[config.mk]
export PLATFORM = sky130hd
export DESIGN_NAME = lrt_tuning_reg
export DESIGN_NICKNAME = d
export VERILOG_FILES = /design/src/verilog/lrt_pkg.sv /design/src/verilog/lrt_tuning_reg.sv
export VERILOG_INCLUDE_DIRS = /design/src /design/src/verilog
export SDC_FILE = /design/constraint.sdc
export NUM_CORES = 1
export LEC_CHECK = 0
export BUFFER_PORTS_ARGS = -buffer_cell sky130_fd_sc_hd__buf_2
export CAP_MARGIN = 40
export CORE_MARGIN = 2
export CORE_UTILIZATION = 50
export DETAILED_ROUTE_END_ITERATION = 8
export GPL_TIMING_DRIVEN = 0
export PLACE_DENSITY_LB_ADDON = 0.2
export SYNTH_ARGS = -nofsm -noshare
export SYNTH_HDL_FRONTEND = slang
export SYNTH_SLANG_ARGS = --single-unit
export TNS_END_PERCENT = 50
[constraint.sdc]
create_clock -name core_clk -period 2.2 [get_ports core_clk]
set_input_delay 0.11 -clock core_clk [delete_from_list [all_inputs] [get_ports core_clk]]
set_output_delay 0.11 -clock core_clk [all_outputs]
set_load 0.02 [all_outputs]
[src/verilog/lrt_map.svh]
// Register offsets, field positions and reset values of the receive tuning register.
`ifndef LRT_MAP_SVH
`define LRT_MAP_SVH
`define LRT_ADDR_W 7
`define LRT_TUNE_ADDR 7'h42
`define LRT_TUNE_RESET 8'h00
`define LRT_GAUGE_HI 7
`define LRT_GAUGE_LO 6
`define LRT_TXON_BIT 5
`define LRT_TERM_BIT 4
`define LRT_SLICE_HI 3
`define LRT_SLICE_LO 2
`define LRT_EQ_HI 1
`define LRT_EQ_LO 0
`define LRT_FIELD_W 2
`define LRT_FOLD_CODE 2'h3
`define LRT_FOLD_TARGET 2'h0
`define LRT_UNMAPPED_RDATA 8'h00
`endif

[src/verilog/lrt_pkg.sv]
// Types for the receive tuning register block.
`default_nettype none
package lrt_pkg;
  typedef enum logic [1:0] {LRT_WIRE_MIXED, LRT_WIRE_22, LRT_WIRE_24, LRT_WIRE_26} lrt_wire_t;
  typedef enum logic [1:0] {LRT_SLICE_NOMINAL, LRT_SLICE_DOWN5, LRT_SLICE_UP5} lrt_slice_t;
  typedef enum logic [1:0] {LRT_EQ_NOMINAL, LRT_EQ_CUT1DB, LRT_EQ_CUT3DB} lrt_eq_t;
  typedef struct packed {
    lrt_wire_t wire_gauge;
    lrt_slice_t slicer_level;
    lrt_eq_t eq_gain;
    logic tx_enable_pin_handover;
    logic termination_pin_handover;
  } lrt_tuning_t;
endpackage
`default_nettype wire

[src/verilog/lrt_tuning_reg.sv]
// Receive tuning control register with decoded analog settings.
// Functional notes
// - Gauge bits 7:6 select cable wire size.
// - Slicer bits 3:2: nominal, minus5, plus5, nominal.
// - Equalizer bits 1:0: nominal, -1dB, -3dB, nominal.
// - All bits read/write, reset to zero.
`include "lrt_map.svh"
`default_nettype none
module lrt_code_fold #(
  parameter int CODE_W = `LRT_FIELD_W,
  parameter logic [CODE_W-1:0] FOLD_FROM = `LRT_FOLD_CODE,
  parameter logic [CODE_W-1:0] FOLD_TO = `LRT_FOLD_TARGET
) (
  input wire logic [CODE_W-1:0] code_in,
  output logic [CODE_W-1:0] code_out
);
  // A duplicate code is mapped onto its twin, so the settings downstream have one encoding each.
  always_comb begin
    if (code_in == FOLD_FROM) begin
      code_out = FOLD_TO;
    end else begin
      code_out = code_in;
    end
  end
endmodule // lrt_code_fold

module lrt_tuning_reg #(
  parameter int ADDR_W = `LRT_ADDR_W
) (
  input wire logic core_clk,
  input wire logic reset_n,
  input wire logic host_wr,
  input wire logic [ADDR_W-1:0] host_addr,
  input wire logic [7:0] host_wdata,
  output logic [7:0] host_rdata,
  output var lrt_pkg::lrt_tuning_t tuning
);
  localparam logic [ADDR_W-1:0] TUNE_ADDR = ADDR_W'(`LRT_TUNE_ADDR);
  localparam logic [7:0] TUNE_RESET_BYTE = `LRT_TUNE_RESET;
  localparam logic [7:0] UNMAPPED_BYTE = `LRT_UNMAPPED_RDATA;
  localparam logic [`LRT_FIELD_W-1:0] FOLD_CODE = `LRT_FOLD_CODE;
  localparam logic [`LRT_FIELD_W-1:0] FOLD_TARGET = `LRT_FOLD_TARGET;

  logic sel;
  logic wr_hit;
  logic [7:0] tune_reg;
  logic [7:0] tune_next;
  logic [7:0] host_rdata_reg;
  logic [7:0] host_rdata_next;
  logic [`LRT_FIELD_W-1:0] gauge_raw;
  logic [`LRT_FIELD_W-1:0] slicer_raw;
  logic [`LRT_FIELD_W-1:0] eq_raw;
  logic [`LRT_FIELD_W-1:0] slicer_folded;
  logic [`LRT_FIELD_W-1:0] eq_folded;
  lrt_pkg::lrt_wire_t wire_gauge_reg;
  lrt_pkg::lrt_slice_t slicer_level_reg;
  lrt_pkg::lrt_eq_t eq_gain_reg;
  logic tx_handover_reg;
  logic term_handover_reg;

  // Only one register lives here, so every other address is simply not selected.
  always_comb begin
    if (host_addr == TUNE_ADDR) begin
      sel = 1'b1;
    end else begin
      sel = 1'b0;
    end
  end

  assign wr_hit = host_wr && sel;

  // Whole byte taken at once so the analog side never sees a half-updated setting.
  always_comb begin
    if (wr_hit) begin
      tune_next = host_wdata;
    end else begin
      tune_next = tune_reg;
    end
  end

  always_ff @(posedge core_clk or negedge reset_n) begin
    if (!reset_n) begin
      tune_reg <= TUNE_RESET_BYTE;
    end else begin
      tune_reg <= tune_next;
    end
  end

  // A read in the write cycle returns the new byte; unmapped addresses read as zero.
  always_comb begin
    if (wr_hit) begin
      host_rdata_next = host_wdata;
    end else if (sel) begin
      host_rdata_next = tune_reg;
    end else begin
      host_rdata_next = UNMAPPED_BYTE;
    end
  end

  always_ff @(posedge core_clk or negedge reset_n) begin
    if (!reset_n) begin
      host_rdata_reg <= TUNE_RESET_BYTE;
    end else begin
      host_rdata_reg <= host_rdata_next;
    end
  end

  assign host_rdata = host_rdata_reg;

  assign gauge_raw = tune_reg[`LRT_GAUGE_HI:`LRT_GAUGE_LO];
  assign slicer_raw = tune_reg[`LRT_SLICE_HI:`LRT_SLICE_LO];
  assign eq_raw = tune_reg[`LRT_EQ_HI:`LRT_EQ_LO];

  lrt_code_fold #(
    .CODE_W(`LRT_FIELD_W),
    .FOLD_FROM(FOLD_CODE),
    .FOLD_TO(FOLD_TARGET)
  ) u_slicer_fold (
    .code_in(slicer_raw),
    .code_out(slicer_folded)
  );

  lrt_code_fold #(
    .CODE_W(`LRT_FIELD_W),
    .FOLD_FROM(FOLD_CODE),
    .FOLD_TO(FOLD_TARGET)
  ) u_eq_fold (
    .code_in(eq_raw),
    .code_out(eq_folded)
  );

  // The decoded settings lag the register by one cycle, which keeps the analog controls glitch free.
  always_ff @(posedge core_clk or negedge reset_n) begin
    if (!reset_n) begin
      wire_gauge_reg <= lrt_pkg::lrt_wire_t'(TUNE_RESET_BYTE[`LRT_GAUGE_HI:`LRT_GAUGE_LO]);
    end else begin
      wire_gauge_reg <= lrt_pkg::lrt_wire_t'(gauge_raw);
    end
  end

  always_ff @(posedge core_clk or negedge reset_n) begin
    if (!reset_n) begin
      slicer_level_reg <= lrt_pkg::lrt_slice_t'(TUNE_RESET_BYTE[`LRT_SLICE_HI:`LRT_SLICE_LO]);
    end else begin
      slicer_level_reg <= lrt_pkg::lrt_slice_t'(slicer_folded);
    end
  end

  always_ff @(posedge core_clk or negedge reset_n) begin
    if (!reset_n) begin
      eq_gain_reg <= lrt_pkg::lrt_eq_t'(TUNE_RESET_BYTE[`LRT_EQ_HI:`LRT_EQ_LO]);
    end else begin
      eq_gain_reg <= lrt_pkg::lrt_eq_t'(eq_folded);
    end
  end

  // The two pin handover bits pass through undecoded; the pin logic that uses them lives elsewhere.
  always_ff @(posedge core_clk or negedge reset_n) begin
    if (!reset_n) begin
      tx_handover_reg <= TUNE_RESET_BYTE[`LRT_TXON_BIT];
    end else begin
      tx_handover_reg <= tune_reg[`LRT_TXON_BIT];
    end
  end

  always_ff @(posedge core_clk or negedge reset_n) begin
    if (!reset_n) begin
      term_handover_reg <= TUNE_RESET_BYTE[`LRT_TERM_BIT];
    end else begin
      term_handover_reg <= tune_reg[`LRT_TERM_BIT];
    end
  end

  assign tuning = '{
    wire_gauge: wire_gauge_reg,
    slicer_level: slicer_level_reg,
    eq_gain: eq_gain_reg,
    tx_enable_pin_handover: tx_handover_reg,
    termination_pin_handover: term_handover_reg
  };

  a_write_reads_back: assert property (@(posedge core_clk) disable iff (!reset_n)
    wr_hit |=> host_rdata == $past(host_wdata))
    else $error("write not reflected on read");

  a_read_returns_reg: assert property (@(posedge core_clk) disable iff (!reset_n)
    sel && !host_wr |=> host_rdata == $past(tune_reg))
    else $error("read does not return the stored byte");

  a_unmapped_zero: assert property (@(posedge core_clk) disable iff (!reset_n)
    !sel |=> host_rdata == UNMAPPED_BYTE)
    else $error("unmapped address did not read as zero");

  a_reset_zero: assert property (@(posedge core_clk)
    $rose(reset_n) |-> tune_reg == TUNE_RESET_BYTE && host_rdata == TUNE_RESET_BYTE)
    else $error("register not zero after reset");

  a_hold_no_write: assert property (@(posedge core_clk) disable iff (!reset_n)
    !wr_hit |=> $stable(tune_reg))
    else $error("register changed without write");

  a_gauge_decode: assert property (@(posedge core_clk) disable iff (!reset_n)
    wr_hit ##1 !host_wr |=> tuning.wire_gauge == $past(host_wdata[`LRT_GAUGE_HI:`LRT_GAUGE_LO], 2))
    else $error("gauge decode wrong");

  a_slicer_decode: assert property (@(posedge core_clk) disable iff (!reset_n)
    ##1 tuning.slicer_level == (($past(tune_reg[`LRT_SLICE_HI:`LRT_SLICE_LO]) == FOLD_CODE) ?
      FOLD_TARGET : $past(tune_reg[`LRT_SLICE_HI:`LRT_SLICE_LO])))
    else $error("slicer decode wrong");

  a_eq_decode: assert property (@(posedge core_clk) disable iff (!reset_n)
    ##1 tuning.eq_gain == (($past(tune_reg[`LRT_EQ_HI:`LRT_EQ_LO]) == FOLD_CODE) ?
      FOLD_TARGET : $past(tune_reg[`LRT_EQ_HI:`LRT_EQ_LO])))
    else $error("equalizer decode wrong");

  a_handover_pass: assert property (@(posedge core_clk) disable iff (!reset_n)
    ##1 tuning.tx_enable_pin_handover == $past(tune_reg[`LRT_TXON_BIT])
      && tuning.termination_pin_handover == $past(tune_reg[`LRT_TERM_BIT]))
    else $error("handover bits not passed through");
endmodule // lrt_tuning_reg
`default_nettype wire

==> reports/qor.yml, run 1 <==
run_status:
  status: "finished clean"
worst_setup_path:
  cp_slowest_cell: "dfrtp_1"
  slowest_delay_ns: 0.39
  cp.arrival_ns: 0.96
  required_ns: 2.09
  crit_buf_inv: 2
  worstPathMaxFanout: 1
  path_class: "reg2out"
  crit_family: "flip-flops"
  crit_path_end_kind: "output pin"
  path_cells: "buf_4 > buf_2"
  critPathLaunchType: "register"
timing:
  hold_viol: 0
  fin_skew_ns: 0.00383
  fmax_mhz: 934
  tns_ns: 0
  holdWs_ns: 0.0405
  finalSetupViolations: 0
  maxSlewViolCount: 0
  finalCritPeriodShare_pct: 48.7
  tightestPinTransition_ns: 0.516
  period_minus_slack_ns: 1.07
  max_slew_margin_pct: 65.6
  postLayoutSetupSlackWorst_ns: 1.13
  rsz0062_at_grt: "false"
global_routing:
  grt_overflow: 0
  use_met1_pct: 18.7
  grt_pass1_vias: 502
  antenna_found_initial: 0
  grt_use_met2_pct: 25.6
  top_usage_layer: "met2"
  grt_max_degree: 25
  grt_pass1_wl_um: 2210
  grt_usage_pct: 15.6
  grt_util_met3_pct: 3.53
detailed_routing:
  drtPass1Iterations: 2
  wire_per_inst_um: 11.9
  via_count: 554
  via_per_inst: 4.58
  wl_um: 1440
  route.detailed.drc: 0
  final_antenna_net_count: 0
  dr.first_iter.drc_count: 4
finish:
  drive_above_1_share_pct: 51.0
  fin_nets: 115
  syn2layout_area_growth_pct: 28.2
  antenna_cells: 0
  layout_common_cells: "buf_2 (32), dfrtp_1 (24), nor2_1 (9)"
  final_core_util_pct: 67.7
  layout_commonest_cell: "buf_2"
  fill_cells: 131
pwr:
  peakVddDrop_mv: 0.503
  seqPwrFrac_pct: 54.0
  clockPowerShare_pct: 35.2
  power.internal_mw: 0.694
  finalPower_mw: 0.883
  p_leak_nw: 0.655
  power_density_nw_per_um2: 764
  sw_frac_of_total_pct: 21.4
  pwr-share-comb_pct: 10.8
  switchingPower_mw: 0.189
min_path:
  min_path_type: "in2reg"
floorplanning:
  fp.dieW_um: 46.5
  die_h_um: 46.5
  initial_core_util_pct: 52.8
  die_area_um2: 2160
  num_io_pins: 34
  core_area_um2: 1710
  row_count: 15
yosys:
  synth_compound_area_share_pct: 0
  yosys_register_bits: 24
  synth_warnings: 0
  yosysUniqueCellTypes: 9
  synth_seq_area_share_pct: 66.6
  synthSimpleGateAreaFrac_pct: 12.1
  syn_nets: 77
  synth_area_um2: 902
  syn-mean-instance-area_um2: 15.3
  netlist_instances: 59
  muxShareOfSynthArea_pct: 18.9
  synth_top_family_by_area: "multiplexers"
  synth_xor_area_share_pct: 0
  synth_fa_ha_area_share_pct: 0
clock_network:
  cts_root_buf: "clkbuf_4"
  cts_sinks: 24
  cts_buffer_depth: 2
  postCtsResizedCells: 0
  path_clk_slew_ns: 0.13
  cts_tree: "yes"
  cts_setup_buffers: 0
  htree_levels: 1
  cts_hold_buf: 1
  cts_buffers: 3
  clock_latency_ns: 0.31
placement:
  pre_cts_slack_ns: 0.942
  io_buffers: 32
  gp_congestion: 0.648
flow_run:
  cap_violations: 0
stage by stage:
step | cell area (µm²) | cells
after floorplan | 902 | 59
after global placement | 1090 | 116
after detailed placement | 1090 | 116
after CTS | 1160 | 121
after global routing | 1160 | 121
final | 1160 | 121
cells by family (layout without fill, tap and decap cells):
logic type    count (synthesis)  after routing
buf+inv                       3             40
flops                        24             24
mux                          16             16
simple gates                 16             16
path summary, 6_finish.rpt:
path                                              from                           to  slack [ns]  depth (start not counted)
min in group asynchronous                      reset_n      host_rdata[0]$_DFF_PN0_        0.31                          2
min                                      host_wdata[6]      tune_reg[6]$_DFFE_PN0P_        0.04                          2
max reg2reg                    tune_reg[3]$_DFFE_PN0P_      tune_reg[3]$_DFFE_PN0P_        1.40                          1
max in group asynchronous                      reset_n      tune_reg[3]$_DFFE_PN0P_        1.55                          2
min reg2reg                    tune_reg[6]$_DFFE_PN0P_  wire_gauge_reg[0]$_DFF_PN0_        0.41                          0
max                        term_handover_reg$_DFF_PN0_                    tuning[0]        1.13                          2
cell type report:
type	count	area, µm²	area share (%)
clock inverters	1	30.0	2.60
flip-flops and latches	24	601	51.9
plain buffers	3	22.5	1.95
clock buffers	3	22.5	1.95
repair buffers	33	170	14.7
well taps	25	31.3	2.71
multi-input cells	32	279	24.1
power by group through the flow:
stage,Combinational [mW],Sequential (mW),Clock (mW)
after floorplan,0.0414,0.495,0
after global placement,0.0929,0.484,0
after detailed placement,0.0955,0.486,0
after CTS,0.0971,0.477,0.317
after global routing,0.105,0.481,0.329
final,0.0953,0.477,0.311
metal layers:
| layer | share of wire [%] | wire length (µm) |
|---|---|---|
| met5 | 0 | 0 |
| met4 | 1.3 | 18 |
| met3 | 6.6 | 95 |
| met2 | 51 | 739 |
| met1 | 41 | 583 |
cell usage after synthesis:
cell type	number	share of area [%]
nand4_4	1	2.4
dfrtp_1	24	67
buf_4	3	2.5
nor2_1	9	3.7
nand3_1	1	0.55
nor2b_1	4	2.8
mux2_2	8	10
nor4b_4	1	2.6
mux2i_1	8	8.9
No activity file was read; power rests on OpenSTA's default activity.
==> run 2: changes to the inputs <==
--- a/config.mk
+++ b/config.mk
@@ -9,7 +9,7 @@
 export BUFFER_PORTS_ARGS = -buffer_cell sky130_fd_sc_hd__buf_2
 export CAP_MARGIN = 40
 export CORE_MARGIN = 2
-export CORE_UTILIZATION = 50
+export CORE_UTILIZATION = 42
 export DETAILED_ROUTE_END_ITERATION = 8
 export GPL_TIMING_DRIVEN = 0
 export PLACE_DENSITY_LB_ADDON = 0.2
==> constraint.sdc (replaced) <==
create_clock -name core_clk -period 0.9 [get_ports core_clk]
set_input_delay 0.045 -clock core_clk [delete_from_list [all_inputs] [get_ports core_clk]]
set_output_delay 0.045 -clock core_clk [all_outputs]
set_load 0.02 [all_outputs]
==> run 2 against run 1 <==
Register-to-register slack lost 1.3 ns. Critical path depth is 1 lower. Sequential power grew 150%. Cell count rose by 5.8%. Critical endpoint is now host_rdata[3]. Largest cell class unchanged.
==> reports/qor.yml, run 2 (same netlist as run 1, synthesis figures left out) <==
run_status:
  status: "finished clean"
clock_network:
  cts_sinks: 24  # unchanged
  cts_root_buf: "clkbuf_4"
  cts_buffer_depth: 2  # unchanged
  path_clk_slew_ns: 0.12  # about the same
  cts_tree: "yes"
  clock_latency_ns: 0.30  # about the same
  htree_levels: 1  # unchanged
  cts_setup_buffers: 0  # unchanged
  cts_buffers: 3  # unchanged
detailed_routing:
  dr.first_iter.drc_count: 1  # -3
  drtPass1Iterations: 2  # unchanged
  final_antenna_net_count: 0  # unchanged
  via_count: 585  # +5.6%
  wl_um: 1530  # +6.3%
  wire_per_inst_um: 11.9  # +0.52%
  via_per_inst: 4.57  # -0.18%
  route.detailed.drc: 0  # unchanged
finish:
  stdcell_count: 128  # +5.8%
  fill_cells: 165  # +26%
  layout_common_cells: "dfrtp_1 (24), buf_2 (21), buf_6 (11)"
  layout_commonest_cell: "dfrtp_1"
  fin_area_um2: 1260  # +9.2%
  drive_above_1_share_pct: 45.5  # -5.5 points
  syn2layout_area_growth_pct: 39.9
  fin_nets: 121  # +5.2%
  final_core_util_pct: 63.1  # -4.6 points
  antenna_cells: 0  # unchanged
pwr:
  sw_frac_of_total_pct: 23.4  # +2.0 points
  p_leak_nw: 0.671  # +2.5%
  power_density_nw_per_um2: 1500  # +96%
  pwr-share-comb_pct: 14.9  # +4.1 points
  peakVddDrop_mv: 0.918  # +82%
  seqPwrFrac_pct: 62.0  # +8.0 points
  clockPowerShare_pct: 23.2  # -12 points
  power.internal_mw: 1.45  # +110%
  switchingPower_mw: 0.442  # +130%
placement:
  place_area_um2: 1100  # +0.23%
  pre_cts_slack_ns: -0.311  # -1.25 ns
  gp_congestion: 0.710  # +9.6%
  io_buffers: 32  # unchanged
  place_inst: 118  # +1.7%
worst_setup_path:
  path_class: "reg2out"
  required_ns: 0.85  # -1.24 ns
  crit_family: "flip-flops"
  crit_buf_inv: 1  # -1
  cp_slowest_cell: "dfrtp_1"
  critPathLaunchType: "register"
  slowest_delay_ns: 0.41  # +0.02 ns
  critPathLaunch: "host_rdata[3]$_DFF_PN0_"
  worstPathMaxFanout: 1  # unchanged
  r2r-start: "tune_reg[1]$_DFFE_PN0P_"
  path_cells: "buf_6"
  crit_path_end_kind: "output pin"
  cp.arrival_ns: 0.83  # -0.13 ns
global_routing:
  grt_usage_pct: 14.5  # -1.1 points
  grt_pass1_vias: 606  # +21%
  antenna_found_initial: 0  # unchanged
  grt_max_degree: 25  # unchanged
  grt_pass1_wl_um: 2650  # +20%
  grt_overflow: 0  # unchanged
floorplanning:
  row_count: 16  # +1
  die_area_um2: 2530  # +17%
  fp.dieW_um: 50.3  # +8.3%
  core_area_um2: 2000  # +17%
  initial_core_util_pct: 45.1  # -7.8 points
  num_io_pins: 34  # unchanged
  die_h_um: 50.3  # +8.3%
timing:
  maxSlewViolCount: 0  # unchanged
  rsz0062_at_grt: "true"
  finalSetupViolations: 0  # unchanged
  period_minus_slack_ns: 0.879
  fin_skew_ns: 0.000448  # -0.00338 ns
  hold_viol: 0  # unchanged
  postLayoutSetupSlackWorst_ns: 0.0206  # -1.11 ns
  fmax_mhz: 1140
  finalCritPeriodShare_pct: 97.7
  max_slew_margin_pct: 65.3  # -0.29 points
  tightestPinTransition_ns: 0.520  # +0.00435 ns
flow_run:
  cap_violations: 0  # unchanged
min_path:
  min_path_type: "in2reg"
  holdCritStartpoint: "host_wr"
-- run 2: changes by cell type in the layout (fill, tap and decap cells not counted) --
cell and change:
buf_2 -11, buf_6 +11, dlygate4sd3_1 +8, buf_4 -2
bufinv_16 -1
-- run 2: layer usage --
layer | up-vias | global-route usage [%] | wire (µm)
met5 | - | 0 | 0
met4 | 0 | 9.46 | 19
met3 | 2 | 2.08 | 88
met2 | 24 | 23.9 | 765
met1 | 276 | 17.7 | 653
li1 | 283 | - | -
-- run 2: worst paths after layout --
path / to / slack (ns) / cells past startpoint
worst max register to register: tune_reg[1]$_DFFE_PN0P_ / 0.11 / 1
worst max-delay path: host_rdata[3] / 0.02 / 1
worst min-delay path: host_rdata[1]$_DFF_PN0_ / 0.14 / 3
worst min register to register: wire_gauge_reg[1]$_DFF_PN0_ / 0.41 / 0
max in group asynchronous: slicer_level_reg[0]$_DFF_PN0_ / 0.31 / 2
min in group asynchronous: host_rdata[1]$_DFF_PN0_ / 0.24 / 2
-- run 2: what timing repair did --
item,4_1_cts,5_1_grt
hold endpoints to repair,36,0
cloned,0,0
pin swaps,0,1
endpoints found under the setup margin,3,24
hold buffers,9,0
resized for setup,5,18
-- run 2: area by class of cell --
class                           instances  area [µm²]  share of cell area, %
Timing Repair Buffer                   41         319                   25.3
Tap cell                               27        33.8                   2.68
Multi-Input combinational cell         32         279                   22.1
Sequential cell                        24         601                   47.6
Buffer                                  1        7.51                  0.595
Clock buffer                            3        22.5                   1.78
-- run 2: metrics by stage --
step	power [mW]	setup TNS, ns	hold slack [ns]
2_1_floorplan	1.31	-0.525	-0.251
3_3_place_gp	1.41	-3.59	0.0417
3_5_place_dp	1.42	-4.16	0.0491
4_1_cts	1.90	-0.0744	0.134
5_1_grt	2.00	-0.139	0.155
6_report	1.89	0	0.145
-- run 2: power groups by stage --
stage          Sequential (mW)  Combinational, mW  Clock, mW
2_1_floorplan             1.21              0.101          0
5_1_grt                   1.18              0.307      0.514
3_5_place_dp              1.19              0.233          0
3_3_place_gp              1.18              0.228          0
4_1_cts                   1.17              0.270      0.459
6_report                  1.17              0.281      0.437
==> run 3: changes to the inputs <==
--- a/config.mk
+++ b/config.mk
@@ -13,6 +13,8 @@
 export DETAILED_ROUTE_END_ITERATION = 8
 export GPL_TIMING_DRIVEN = 0
 export PLACE_DENSITY_LB_ADDON = 0.2
+export SETUP_SLACK_MARGIN = 0.5
+export SLEW_MARGIN = 20
 export SYNTH_ARGS = -nofsm -noshare
 export SYNTH_HDL_FRONTEND = slang
 export SYNTH_SLANG_ARGS = --single-unit
==> run 3 against run 2 <==
The flow now finishes with violations (hold timing, setup timing). Sequential cell count did not move. Wire length down 1.8%. Sequential share of layout area is 0.74 points lower. Combinational power grew 4%. Clock skew grew 0.0030 ns. Critical path depth up 1. Via count down 1.2%. Largest cell class unchanged. First-iteration DRC count up 100%. Worst setup slack worse by 0.096 ns.
==> reports/qor.yml, run 3 (same netlist as run 1, synthesis figures left out) <==
run_status:
  status: "finished with violations"
  violations: "hold timing, setup timing"
worst_setup_path:
  path_class: "reg2out"
  required_ns: 0.85  # about the same
  critPathLaunchType: "register"
  r2r_slack_ns: 0.08  # -0.03 ns
  crit_path_end_kind: "output pin"
  cp.arrival_ns: 0.93  # +0.10 ns
  worstPathMaxFanout: 1  # unchanged
timing:
  max_slew_margin_pct: 66.7  # +1.4 points
  finalCritPeriodShare_pct: 108  # +11 points
  finalSetupViolations: 2  # +2
  period_minus_slack_ns: 0.976  # +0.0964 ns
  postLayoutSetupSlackWorst_ns: -0.0758  # -0.0964 ns
  holdWs_ns: -0.311  # -0.456 ns
  hold_viol: 33  # +33
  maxSlewViolCount: 0  # unchanged
  fin_skew_ns: 0.00340  # +0.00295 ns
  fmax_mhz: 1020  # -9.9%
  rsz0062_at_grt: "true"
  tightestPinTransition_ns: 0.499  # -0.0211 ns
floorplanning:
  fp.dieW_um: 50.3  # unchanged
  num_io_pins: 34  # unchanged
  die_area_um2: 2530  # unchanged
  core_area_um2: 2000  # unchanged
  row_count: 16  # unchanged
  initial_core_util_pct: 45.1  # unchanged
  die_h_um: 50.3  # unchanged
detailed_routing:
  route.detailed.drc: 0  # unchanged
  wl_um: 1500  # -1.8%
  final_antenna_net_count: 0  # unchanged
  via_per_inst: 4.74  # +3.7%
  dr.first_iter.drc_count: 2  # +1
  wire_per_inst_um: 12.3  # +3.1%
  drtPass1Iterations: 3  # +1
  via_count: 578  # -1.2%
placement:
  place_area_um2: 1100  # unchanged
  io_buffers: 32  # unchanged
  gp_congestion: 0.714  # +0.54%
  dp_hpwl_um: 1070
clock_network:
  cts_buffer_depth: 2  # unchanged
  clock_latency_ns: 0.30  # about the same
  path_clk_slew_ns: 0.12  # about the same
  cts_buffers: 3  # unchanged
  cts_sinks: 24  # unchanged
  cts_root_buf: "clkbuf_4"
  htree_levels: 1  # unchanged
  cts_tree: "yes"
finish:
  fin_area_um2: 1280  # +1.6%
  fin_nets: 114  # -5.8%
  drive_above_1_share_pct: 52.6  # +7.1 points
  syn2layout_area_growth_pct: 42.2
  final_core_util_pct: 64.1  # +1.0 points
  antenna_cells: 0  # unchanged
  layout_common_cells: "dfrtp_1 (24), buf_6 (20), buf_2 (14)"
  layout_commonest_cell: "dfrtp_1"
global_routing:
  antenna_found_initial: 0  # unchanged
  grt_pass1_wl_um: 2700  # +2.1%
  grt_max_degree: 25  # unchanged
  grt_overflow: 0  # unchanged
  grt_pass1_vias: 603  # -0.50%
  grt_usage_pct: 14.5  # unchanged
pwr:
  finalPower_mw: 2.01  # +6.2%
  p_leak_nw: 0.685  # +2.1%
  peakVddDrop_mv: 0.777  # -15%
  power_density_nw_per_um2: 1560  # +4.6%
min_path:
  min_path_type: "in2async"
flow_run:
  cap_violations: 0  # unchanged
==> run 3: worst paths after layout <==
| kind | startpoint | endpoint | depth (start not counted) |
|---|---|---|---|
| worst max-delay path | term_handover_reg$_DFF_PN0_ | tuning[0] | 2 |
| min in group core_clk | host_wdata[3] | tune_reg[3]$_DFFE_PN0P_ | 2 |
| worst max register to register | tune_reg[1]$_DFFE_PN0P_ | tune_reg[1]$_DFFE_PN0P_ | 1 |
| worst min register to register | tune_reg[7]$_DFFE_PN0P_ | wire_gauge_reg[1]$_DFF_PN0_ | 0 |
| max in group asynchronous | reset_n | host_rdata[7]$_DFF_PN0_ | 1 |
| worst min-delay path | reset_n | tx_handover_reg$_DFF_PN0_ | 1 |
==> run 3: timing repair <==
item	4_1_cts	5_1_grt
hold endpoints to repair	38	33
pin swaps	1	3
endpoints found under the setup margin	40	40
buffers inserted	0	0
gates resized for setup	42	2
==> run 3: layout make-up <==
| class | count | area, µm² |
|---|---|---|
| well taps | 27 | 33.8 |
| flip-flops and latches | 24 | 601 |
| multi-input cells | 32 | 309 |
| repair buffers | 32 | 273 |
| plain buffers | 3 | 30.0 |
| fillers | 156 | 719 |
| clock buffers | 4 | 36.3 |
==> run 3: routing by layer <==
layer	track usage (%)	share of wire (%)
met1	17.5	39
met2	25.0	54
met3	1.79	4.9
met4	8.11	1.9
met5	0	0
==> run 3: stage by stage <==
stage	TNS (ns)	setup WS, ns	std cells	hold slack [ns]
after floorplan	-0.525	-0.0656	59	-0.251
after global placement	-3.63	-0.265	118	0.0400
after detailed placement	-3.95	-0.298	118	0.0463
after CTS	-0.173	-0.0975	122	-0.303
after global routing	-0.478	-0.118	122	-0.289
final	-0.142	-0.0758	122	-0.311
==> run 3: power breakdown <==
group	internal [mW]	switching (mW)
Sequential	1.14	0.0404
Combinational	0.168	0.124
Clock	0.247	0.292
Total	1.55	0.456
==> run 3: critical path, stage by stage, from the launching register on <==
cell and delay [ns]:
dfrtp_1 0.40, buf_6 0.11, buf_6 0.12
